===== config.mk =====
export PLATFORM = sky130hd
export DESIGN_NAME = scs_sequencer
export DESIGN_NICKNAME = d
export VERILOG_FILES = /design/src/design/scs_fifo.v /design/src/design/scs_sequencer.v
export VERILOG_INCLUDE_DIRS = /design/src /design/src/design
export SDC_FILE = /design/constraint.sdc
export NUM_CORES = 2
export LEC_CHECK = 0
export BUFFER_PORTS_ARGS = -buffer_cell sky130_fd_sc_hd__buf_2
export CORE_ASPECT_RATIO = 0.6
export CORE_MARGIN = 3
export CORE_UTILIZATION = 25
export DETAILED_ROUTE_END_ITERATION = 12
export PLACE_DENSITY_LB_ADDON = 0.3
export SLEW_MARGIN = 10
export SYNTH_ARGS = -nofsm -noshare
export SYNTH_HDL_FRONTEND = slang
export SYNTH_HIERARCHICAL = 1
export SYNTH_SLANG_ARGS = --single-unit

===== constraint.sdc =====
create_clock -name clk_sys_i -period 23.9 [get_ports clk_sys_i]
set_input_delay 4.78 -clock clk_sys_i [delete_from_list [all_inputs] [get_ports clk_sys_i]]
set_output_delay 4.78 -clock clk_sys_i [all_outputs]
set_load 0.05 [all_outputs]

===== src/design/scs_defs.vh =====
// Constants for the sensor channel sequencer.
// Assumes a 250 MHz system clock; included by the sequencer and its FIFO.
// Notes on behaviour
// After a conversion the next enabled channel above the current one is started, in order 0-1-2-3.
// When all enabled channels of a set are done, no conversion starts until the rate timer expires.
// The channel enable is sampled 25 ns before valid falls and that sample picks the next channel.
// An enable of all zeros sampled before valid falls stops all further conversions.
// User logic may change the enable at any time; only the sampled value counts.
// Set starts are spaced by the rate value times 32 us, from 480 to 8128 us.
// Conversions within a set are spaced about 480 us apart.
// After the enable goes from zero to non-zero the first conversion completes within 470 us.
// Valid lasts 1.625 us plus a calibration time of up to 375 ns, at most 2 us.
// Channel and result are stable at valid rise and held until the next conversion completes.
// A new set begins at the lowest channel whose enable bit is set at that moment.
`ifndef SCS_DEFS_VH
`define SCS_DEFS_VH
`define SCS_CLK_MHZ        250
`define SCS_T_SAMPLE_NS    25
`define SCS_CYC_SAMPLE     ((`SCS_T_SAMPLE_NS * `SCS_CLK_MHZ + 999) / 1000)
`define SCS_T_CONV_US      480
`define SCS_CYC_CONV       (`SCS_T_CONV_US * `SCS_CLK_MHZ)
`define SCS_T_FIRST_US     470
`define SCS_CYC_FIRST      (`SCS_T_FIRST_US * `SCS_CLK_MHZ)
`define SCS_T_RATE_UNIT_US 32
`define SCS_CYC_RATE_UNIT  (`SCS_T_RATE_UNIT_US * `SCS_CLK_MHZ)
`define SCS_T_VALID_NS     1625
`define SCS_CYC_VALID      ((`SCS_T_VALID_NS * `SCS_CLK_MHZ + 999) / 1000)
`define SCS_T_CAL_NS       375
`define SCS_CYC_CAL        ((`SCS_T_CAL_NS * `SCS_CLK_MHZ) / 1000)
`define SCS_RATE_MIN       15
`define SCS_RATE_MAX       254
`define SCS_FIFO_DEPTH     32
`define SCS_SYNC_LAT       5
`endif


===== src/design/scs_fifo.v =====
// Synchronous FIFO in flip-flops with valid/ready on both sides.
// Assumes one clock; a write while in_ready_o is low is dropped.
`timescale 1ns/1ps
`include "scs_defs.vh"
module scs_fifo #(
  parameter WIDTH = 18,
  parameter DEPTH = `SCS_FIFO_DEPTH,
  parameter AW    = 5
) (
  // Clock and reset
  input  wire             clk_sys_i,
  input  wire             reset_i,
  // Fill side
  input  wire             in_valid_i,
  output wire             in_ready_o,
  input  wire [WIDTH-1:0] in_data_i,
  // Drain side
  output wire             out_valid_o,
  input  wire             out_ready_i,
  output wire [WIDTH-1:0] out_data_o
);
  reg [WIDTH-1:0] mem_ff [0:DEPTH-1];
  reg [AW-1:0]    wr_ff;
  reg [AW-1:0]    rd_ff;
  reg [AW:0]      cnt_ff;
  wire            push;
  wire            pop;
  integer         i;

  assign in_ready_o  = (cnt_ff != DEPTH[AW:0]);
  assign out_valid_o = (cnt_ff != {(AW+1){1'b0}});
  assign out_data_o  = mem_ff[rd_ff];
  assign push        = in_valid_i & in_ready_o;
  assign pop         = out_valid_o & out_ready_i;

  always @(posedge clk_sys_i or posedge reset_i) begin
    if (reset_i) begin
      wr_ff  <= {AW{1'b0}};
      rd_ff  <= {AW{1'b0}};
      cnt_ff <= {(AW+1){1'b0}};
      for (i = 0; i < DEPTH; i = i + 1) begin
        mem_ff[i] <= {WIDTH{1'b0}};
      end
    end else begin
      if (push) begin
        mem_ff[wr_ff] <= in_data_i;
        wr_ff         <= (wr_ff == DEPTH[AW-1:0] - 1'b1) ? {AW{1'b0}} : wr_ff + 1'b1;
      end
      if (pop) begin
        rd_ff <= (rd_ff == DEPTH[AW-1:0] - 1'b1) ? {AW{1'b0}} : rd_ff + 1'b1;
      end
      if (push && !pop) begin
        cnt_ff <= cnt_ff + 1'b1;
      end else if (pop && !push) begin
        cnt_ff <= cnt_ff - 1'b1;
      end
    end
  end
endmodule


===== src/design/scs_sequencer.v =====
// Channel sequencer for the temperature/voltage sensor.
// Assumes raw conversion results arrive from the sensor core as a result word per
// conversion end; user fabric drives the enable asynchronously and drains the FIFO.
`timescale 1ns/1ps
`include "scs_defs.vh"
module scs_sequencer #(
  parameter RES_W       = 16,
  parameter CYC_CONV    = `SCS_CYC_CONV,
  parameter CYC_FIRST   = `SCS_CYC_FIRST,
  parameter CYC_RATE_U  = `SCS_CYC_RATE_UNIT,
  parameter CYC_VALID   = `SCS_CYC_VALID,
  parameter CYC_SAMPLE  = `SCS_CYC_SAMPLE,
  parameter CYC_CAL     = `SCS_CYC_CAL
) (
  // Clock and reset
  input  wire             clk_sys_i,
  input  wire             reset_i,
  // User control, asynchronous
  input  wire [3:0]       chan_en_i,
  input  wire [7:0]       rate_i,
  // Sensor core
  input  wire [RES_W-1:0] raw_result_i,
  input  wire [8:0]       cal_cycles_i,
  // Timed result outputs
  output reg  [1:0]       chan_o,
  output reg  [RES_W-1:0] result_o,
  output reg              valid_o,
  output reg              conv_start_o,
  // Buffered result stream
  output wire             fifo_valid_o,
  input  wire             fifo_ready_i,
  output wire [RES_W+1:0] fifo_data_o,
  output reg              overrun_o
);
  // ------------------------------------------------------------
  // States
  // ------------------------------------------------------------
  localparam [4:0] ST_IDLE  = 5'b00001;
  localparam [4:0] ST_CONV  = 5'b00010;
  localparam [4:0] ST_VALID = 5'b00100;
  localparam [4:0] ST_WAIT  = 5'b01000;
  localparam [4:0] ST_GAP   = 5'b10000;

  // First result lands CYC_FIRST after the enable pin changed
  localparam [31:0] CYC_LEAD = CYC_FIRST - `SCS_SYNC_LAT - 1;
  // Later valid ends no later than one CYC_CONV after its start
  localparam [31:0] CYC_NEXT = CYC_CONV - CYC_VALID - CYC_CAL - 1;
  localparam [7:0]  RATE_LO  = `SCS_RATE_MIN;
  localparam [7:0]  RATE_HI  = `SCS_RATE_MAX;

  // ------------------------------------------------------------
  // Enable and rate synchronisers
  // ------------------------------------------------------------
  reg  [3:0] en_s1_ff;
  reg  [3:0] en_s2_ff;
  reg  [3:0] en_s3_ff;
  reg  [3:0] en_ff;
  reg  [7:0] rt_s1_ff;
  reg  [7:0] rt_s2_ff;
  reg  [7:0] rt_s3_ff;
  reg  [7:0] rate_ff;
  always @(posedge clk_sys_i or posedge reset_i) begin
    if (reset_i) begin
      en_s1_ff <= 4'h0;
      en_s2_ff <= 4'h0;
      en_s3_ff <= 4'h0;
      en_ff    <= 4'h0;
      rt_s1_ff <= 8'h0F;
      rt_s2_ff <= 8'h0F;
      rt_s3_ff <= 8'h0F;
      rate_ff  <= 8'h0F;
    end else begin
      en_s1_ff <= chan_en_i;
      en_s2_ff <= en_s1_ff;
      en_s3_ff <= en_s2_ff;
      rt_s1_ff <= rate_i;
      rt_s2_ff <= rt_s1_ff;
      rt_s3_ff <= rt_s2_ff;
      if (en_s2_ff == en_s3_ff) begin
        en_ff <= en_s3_ff;
      end
      if (rt_s2_ff == rt_s3_ff) begin
        rate_ff <= rt_s3_ff;
      end
    end
  end

  // Rate clamped to its legal span
  wire [7:0]  rate_cl = (rate_ff < RATE_LO) ? RATE_LO :
                        (rate_ff > RATE_HI) ? RATE_HI : rate_ff;
  wire [31:0] rate_cyc = rate_cl * CYC_RATE_U;

  // ------------------------------------------------------------
  // Next channel pick
  // ------------------------------------------------------------
  reg  [3:0] samp_ff;
  reg  [1:0] cur_ff;
  reg        nxt_found;
  reg  [1:0] nxt_ch;
  reg        low_found;
  reg  [1:0] low_ch;
  integer    k;
  always @* begin
    nxt_found = 1'b0;
    nxt_ch    = 2'd0;
    low_found = 1'b0;
    low_ch    = 2'd0;
    for (k = 3; k >= 0; k = k - 1) begin
      if (samp_ff[k] && (k > cur_ff)) begin
        nxt_found = 1'b1;
        nxt_ch    = k[1:0];
      end
      if (en_ff[k]) begin
        low_found = 1'b1;
        low_ch    = k[1:0];
      end
    end
  end

  // ------------------------------------------------------------
  // Sequencer
  // ------------------------------------------------------------
  reg [4:0]       st_ff;
  reg [31:0]      tmr_ff;
  reg [31:0]      set_ff;
  reg [31:0]      vlen_ff;
  reg [31:0]      gap_ff;
  reg             push_ff;
  wire            fifo_in_ready;
  always @(posedge clk_sys_i or posedge reset_i) begin
    if (reset_i) begin
      st_ff        <= ST_IDLE;
      tmr_ff       <= 32'h0;
      set_ff       <= 32'h0;
      vlen_ff      <= 32'h0;
      gap_ff       <= 32'h0;
      samp_ff      <= 4'h0;
      cur_ff       <= 2'd0;
      chan_o       <= 2'd0;
      result_o     <= {RES_W{1'b0}};
      valid_o      <= 1'b0;
      conv_start_o <= 1'b0;
      push_ff      <= 1'b0;
      overrun_o    <= 1'b0;
    end else begin
      conv_start_o <= 1'b0;
      push_ff      <= 1'b0;
      if (set_ff != 32'h0) begin
        set_ff <= set_ff - 32'h1;
      end
      if (gap_ff != 32'h0) begin
        gap_ff <= gap_ff - 32'h1;
      end
      // Flag judged at the push itself
      if (push_ff) begin
        overrun_o <= ~fifo_in_ready;
      end
      case (st_ff)
        ST_IDLE: begin
          if (low_found) begin
            cur_ff       <= low_ch;
            tmr_ff       <= CYC_LEAD;
            gap_ff       <= CYC_CONV - 1;
            set_ff       <= rate_cyc - 32'h1;
            conv_start_o <= 1'b1;
            st_ff        <= ST_CONV;
          end
        end
        ST_CONV: begin
          if (tmr_ff != 32'h0) begin
            tmr_ff <= tmr_ff - 32'h1;
          end else begin
            chan_o   <= cur_ff;
            result_o <= raw_result_i;
            valid_o  <= 1'b1;
            push_ff  <= 1'b1;
            vlen_ff  <= CYC_VALID + ((cal_cycles_i > CYC_CAL) ? CYC_CAL : cal_cycles_i) - 1;
            st_ff    <= ST_VALID;
          end
        end
        ST_VALID: begin
          if (vlen_ff == CYC_SAMPLE) begin
            samp_ff <= en_ff;
          end
          if (vlen_ff != 32'h0) begin
            vlen_ff <= vlen_ff - 32'h1;
          end else begin
            valid_o <= 1'b0;
            if (samp_ff == 4'h0) begin
              st_ff <= ST_IDLE;
            end else if (nxt_found) begin
              cur_ff <= nxt_ch;
              if (gap_ff == 32'h0) begin
                tmr_ff       <= CYC_NEXT;
                gap_ff       <= CYC_CONV - 1;
                conv_start_o <= 1'b1;
                st_ff        <= ST_CONV;
              end else begin
                st_ff <= ST_GAP;
              end
            end else begin
              st_ff <= ST_WAIT;
            end
          end
        end
        ST_GAP: begin
          if (gap_ff == 32'h0) begin
            tmr_ff       <= CYC_NEXT;
            gap_ff       <= CYC_CONV - 1;
            conv_start_o <= 1'b1;
            st_ff        <= ST_CONV;
          end
        end
        ST_WAIT: begin
          if ((set_ff == 32'h0) && (gap_ff == 32'h0)) begin
            if (low_found) begin
              cur_ff       <= low_ch;
              tmr_ff       <= CYC_NEXT;
              gap_ff       <= CYC_CONV - 1;
              set_ff       <= rate_cyc - 32'h1;
              conv_start_o <= 1'b1;
              st_ff        <= ST_CONV;
            end else begin
              st_ff <= ST_IDLE;
            end
          end
        end
        default: begin
          st_ff <= ST_IDLE;
        end
      endcase
    end
  end

  // ------------------------------------------------------------
  // Result buffer
  // ------------------------------------------------------------
  scs_fifo #(
    .WIDTH (RES_W + 2),
    .DEPTH (`SCS_FIFO_DEPTH),
    .AW    (5)
  ) u_fifo (
    .clk_sys_i   (clk_sys_i),
    .reset_i     (reset_i),
    .in_valid_i  (push_ff),
    .in_ready_o  (fifo_in_ready),
    .in_data_i   ({chan_o, result_o}),
    .out_valid_o (fifo_valid_o),
    .out_ready_i (fifo_ready_i),
    .out_data_o  (fifo_data_o)
  );
endmodule


==> results.md <==
Timing:
- The worst-case headroom to the max-slew limit is around 17%.
- The number of max-slew violations in the final report is 0.
- The final number of hold-violating endpoints is 0.
- At the pin with the least slew margin, the transition time is approximately 1.2 ns.
- The final critical path takes up about two fifths of the cycle.
- The highest clock rate is roughly 0.10 GHz.
- Setup repair after global routing left no endpoint under its margin.
- Setup violations remaining at the end of the flow were counted as 0.
- The sum of negative setup slack is 0 ns.
- Counting I/O delays and the setup requirement, the final critical path takes 10.03 ns.
- The setup skew after layout is between 0.03 and 0.04 ns.

Yosys:
- By area, the combinational part of the netlist is dominated by multiplexers.
- The count of yosys warnings during synthesis is 6.
- The count of flip-flops with a built-in enable after synthesis is 0.
- The net count of the mapped netlist is around 3100.
- The share of Yosys cell area claimed by the top area cell type is between 50 and 60%.
- The cell type contributing the most total cell area after synthesis is sky130_fd_sc_hd__dfrtp_1.
- The synthesized netlist devotes under 10% of its cell area to simple gates.
- The number of register bits inferred by synthesis is between 800 and 900.
- The average cell area after synthesis is 13.0 sq um.
- The adder-cell area share of the yosys netlist is between 3 and 4%.
- The share of the synthesized netlist area taken by xor and xnor gates is ~2.3%.
- In this run the cell area of the synthesized design comes to between 0.03 and 0.04 sq mm.
- The portion of synthesized area spent on multiplexers is about a quarter.
- The top flip-flop cell by instance count after synthesis is sky130_fd_sc_hd__dfrtp_1.
- Counting flops with an async set or reset pin after synthesis yields a share of 100%.
- Synthesis produced 3005 cells.
- The synthesized netlist devotes 6.24% of its cell area to compound gates.
- In the post-synthesis netlist, the biggest area contributors are sky130_fd_sc_hd__dfrtp_1 50%, sky130_fd_sc_hd__mux2_2 17%, sky130_fd_sc_hd__mux4_2 6.2%, sky130_fd_sc_hd__mux2i_1 2.1%, sky130_fd_sc_hd__ha_1 1.9%.
- Sequential cells were found to cover 51.3% of the synthesized design area.
- The number of distinct library cells after synthesis is 79.

Run status:
- The run finished with clean final reports.

Clocking:
- Counting every sink on the clock net gives roughly 800.
- The number of buffers between clock root and the deepest sink is 3.
- The root buffer cell is sky130_fd_sc_hd__clkbuf_16.
- After clock tree synthesis, the setup repair step added 0 buffers.
- The H-tree was split into 3 levels.
- After clock tree synthesis, the clock-pin slew on the worst setup and hold paths is about 0.070 ns.
- The number of hold buffers added after cts is 0.
- TritonCTS created 83 clock buffers.
- Gates resized during post-CTS repair numbered 0.
- TritonCTS built the clock tree.
- The clock latency on the worst-skew pair is between 0.6 and 0.7 ns.

Floorplanning:
- The number of placement rows is 111.
- The boundary pin count is 80.
- The horizontal extent of the die is 517 microns.
- The overall die area is ~0.16 sq mm.
- The region available for standard cell placement spans about 0.15 sq mm.
- Once the floorplan was initialized, standard cells occupied around a quarter of the core.
- The die is 313 microns tall.

Layout:
- The layout overhead on the synthesized area is 14.0%.
- The number of filler cells placed in the layout is around 16000.
- The library cell used most frequently in the layout, excluding fill and tap cells, is sky130_fd_sc_hd__dfrtp_1.
- At the end of the flow the core is filled with cells to slightly below 30%.
- The number of non-filler instances in the completed layout is roughly 5100.
- The multi-input logic area is 0.0180 sq mm.
- The top cell types in the final layout, fill and taps aside, are 782 x sky130_fd_sc_hd__dfrtp_1, 597 x sky130_fd_sc_hd__mux2_2, 133 x sky130_fd_sc_hd__nand2_1.
- After the last flow step, the layout net total stands at approximately 3100.
- The post-route netlist has a little over a third of its cells at a drive strength greater than 1.
- The final instance area is roughly 0.045 sq mm.
- The area occupied by registers is roughly 0.02 sq mm.

Worst setup path:
- The cell repeated most along the worst path is sky130_fd_sc_hd__buf_4.
- The largest driver fanout on the critical path is 42.
- For the worst setup path, the data required time is 19.12 ns.
- On the critical path the largest part of the delay comes from buffers and inverters.
- Among all stages on the critical path, the largest delay is contributed by sky130_fd_sc_hd__dfrtp_4.
- STA classifies the critical path startpoint as a register.
- The worst path arrival time is roughly 5.3 ns.
- The number of buffer and inverter instances along the worst setup path is 4.
- The critical path goes through buf_4 -> buf_4 -> buf_4 -> mux4_2 -> a21oi_1 -> a22oi_1 -> buf_2.
- The largest incremental delay on the critical path is approximately 0.92 ns.
- The worst setup path is of the register to output port kind.
- The nature of the critical path endpoint is an output port.

Detailed routing:
- Summing over every cut layer, the via total after detailed routing is approximately 25000.
- The first detailed-routing pass ran for 5 iterations.
- For this run, design rule violations remaining after detail routing come to 0.
- The routed length per instance is roughly 22 microns.
- Dividing the detail-routed via count by the number of cells gives a little under 5.
- The count of nets left with antenna violations once routing finished came out at 0.
- The overall routed net length is 113000 microns.
- The iteration-0 DRC count of the detailed router is 1711.

Power and ir drop:
- Combinational logic is responsible for approximately 36% of the overall power.
- Net switching is between 30% and 40% of the power.
- The internal power is 2.83 mW.
- The power per standard cell area is 102 mW/mm^2.
- The switching power is 1.73 mW.
- Summed over all cells, the static leakage comes to between 20 and 25 nW.
- The peak supply drop is 163 uV.
- The overall power of the completed layout is roughly 4.6 mW.
- The power share of the sequential group is between 30% and 40%.
- The fraction of power consumed by the clock network is 30.9%.

Placement:
- The routability congestion estimate is around 0.76.
- The cell area after placement is about 0.042 sq mm.
- The quantity of I/O buffers inserted on ports is 79.
- The sum of net half-perimeters after detailed placement is roughly 69000 microns.
- Counting tap cells, the placed design contains a total of just under 5000 instances.

Global routing:
- The first-pass GRT wire length is between 150000 and 200000 microns.
- The number of antenna violations at the first check in global routing was 3.
- The total overflow left after global routing is 0.
- The total routing resource utilization after global routing is between 10% and 20%.
- The number of global-route vias before repair is 25200.
- The largest net degree at the start of global routing is 161.

Hold path:
- The path type of the worst min-delay path is register to register.

Run:
- Max-cap violations in this run came to 0.
cells in the mapped netlist (49+ instances only):
library cell               number
sky130_fd_sc_hd__o21ai_0       74
sky130_fd_sc_hd__dfrtp_1      784
sky130_fd_sc_hd__nand2_1      133
sky130_fd_sc_hd__xnor2_1       50
sky130_fd_sc_hd__ha_1          59
sky130_fd_sc_hd__nor3_1        56
sky130_fd_sc_hd__nor2_1       110
sky130_fd_sc_hd__a22oi_1       55
sky130_fd_sc_hd__mux2_2       597
sky130_fd_sc_hd__mux2i_1       81
sky130_fd_sc_hd__a21oi_1       68
sky130_fd_sc_hd__nand3_1       49
sky130_fd_sc_hd__inv_1         63
sky130_fd_sc_hd__mux4_2       108
sky130_fd_sc_hd__clkbuf_1     125
sky130_fd_sc_hd__xor2_1        55
sequential cells by signal, indices dropped and copies added, names as in the netlist, 2 cells and up:
name,cells
chan_o,2
cur_ff,2
en_ff,4
en_s1_ff,4
en_s2_ff,4
en_s3_ff,4
gap_ff,32
rate_ff,8
result_o,16
rt_s1_ff,8
rt_s2_ff,8
rt_s3_ff,8
samp_ff,4
set_ff,32
st_ff,5
tmr_ff,32
u_fifo/cnt_ff,6
u_fifo/mem_ff,576
u_fifo/rd_ff,5
u_fifo/wr_ff,5
vlen_ff,32
routing by layer:
metal,vias up,global-route usage (%),part of all wire (%)
met5,-,0,0
met4,0,3.43,2.2
met3,131,2.99,5.7
met2,534,19.4,41
met1,13000,21.5,51
li1,11100,-,-
path summary, 6_finish.rpt:
| kind | from | to | depth (start not counted) | slack (ns) |
|---|---|---|---|---|
| setup reg to reg | rate_ff[6]$_DFFE_PP0N_ | set_ff[25]$_DFF_PP0_ | 19 | 17.32 |
| min in group asynchronous | reset_i | rt_s1_ff[5]$_DFF_PP0_ | 2 | 4.22 |
| setup / recovery | u_fifo/rd_ff[0]$_DFFE_PP0P_ | fifo_data_o[1] | 7 | 13.87 |
| hold reg to reg | en_s1_ff[1]$_DFF_PP0_ | en_s2_ff[1]$_DFF_PP0_ | 0 | 0.34 |
| hold / removal | en_s1_ff[1]$_DFF_PP0_ | en_s2_ff[1]$_DFF_PP0_ | 0 | 0.34 |
| max in group asynchronous | reset_i | u_fifo/mem_ff[198]$_DFFE_PP0P_ | 4 | 17.10 |
stage by stage:
| step | setup WS, ns | hold WS [ns] |
|---|---|---|
| 3_5_place_dp | 14.46 | 0.337 |
| 5_1_grt | 13.48 | 0.356 |
| 3_3_place_gp | 14.47 | 0.335 |
| 4_1_cts | 13.69 | 0.342 |
| 6_report | 13.87 | 0.343 |
| 2_1_floorplan | 2.55 | 0.331 |
power by group through the flow:
stage,Combinational (mW),Clock (mW),Sequential (mW)
finish,1.66,1.41,1.49
CTS,1.67,1.45,1.49
floorplan,1.30,0,1.46
detailed placement,1.66,0,1.52
global placement,1.64,0,1.51
global route,1.86,1.51,1.50
worst reg2reg max path, delay by kind of cell (launching register included):
family,cells,cell delay [ns]
fa+ha+maj,5,2.15
compound gates,4,1.86
simple gates,4,1.06
flops,1,0.55
buf+inv,4,0.47
xor+xnor,2,0.39
layout make-up:
type	instances	area share [%]
flip-flops and latches	801	45.0
repair buffers	128	1.77
clock buffers	113	5.29
multi-input cells	1936	40.3
well taps	2034	5.70
inverters	67	0.597
clock inverters	40	1.30
diodes	1	0.00561
cell families (layout without fill, tap and decap cells):
kind of cell | count (synthesis) | after routing
mux | 786 | 786
xor+xnor | 105 | 105
other cells | 0 | 1
flops | 801 | 801
compound gates | 357 | 357
fa+ha+maj | 81 | 81
buf+inv | 268 | 348
simple gates | 607 | 607
No activity file was read; power rests on OpenSTA's default activity.
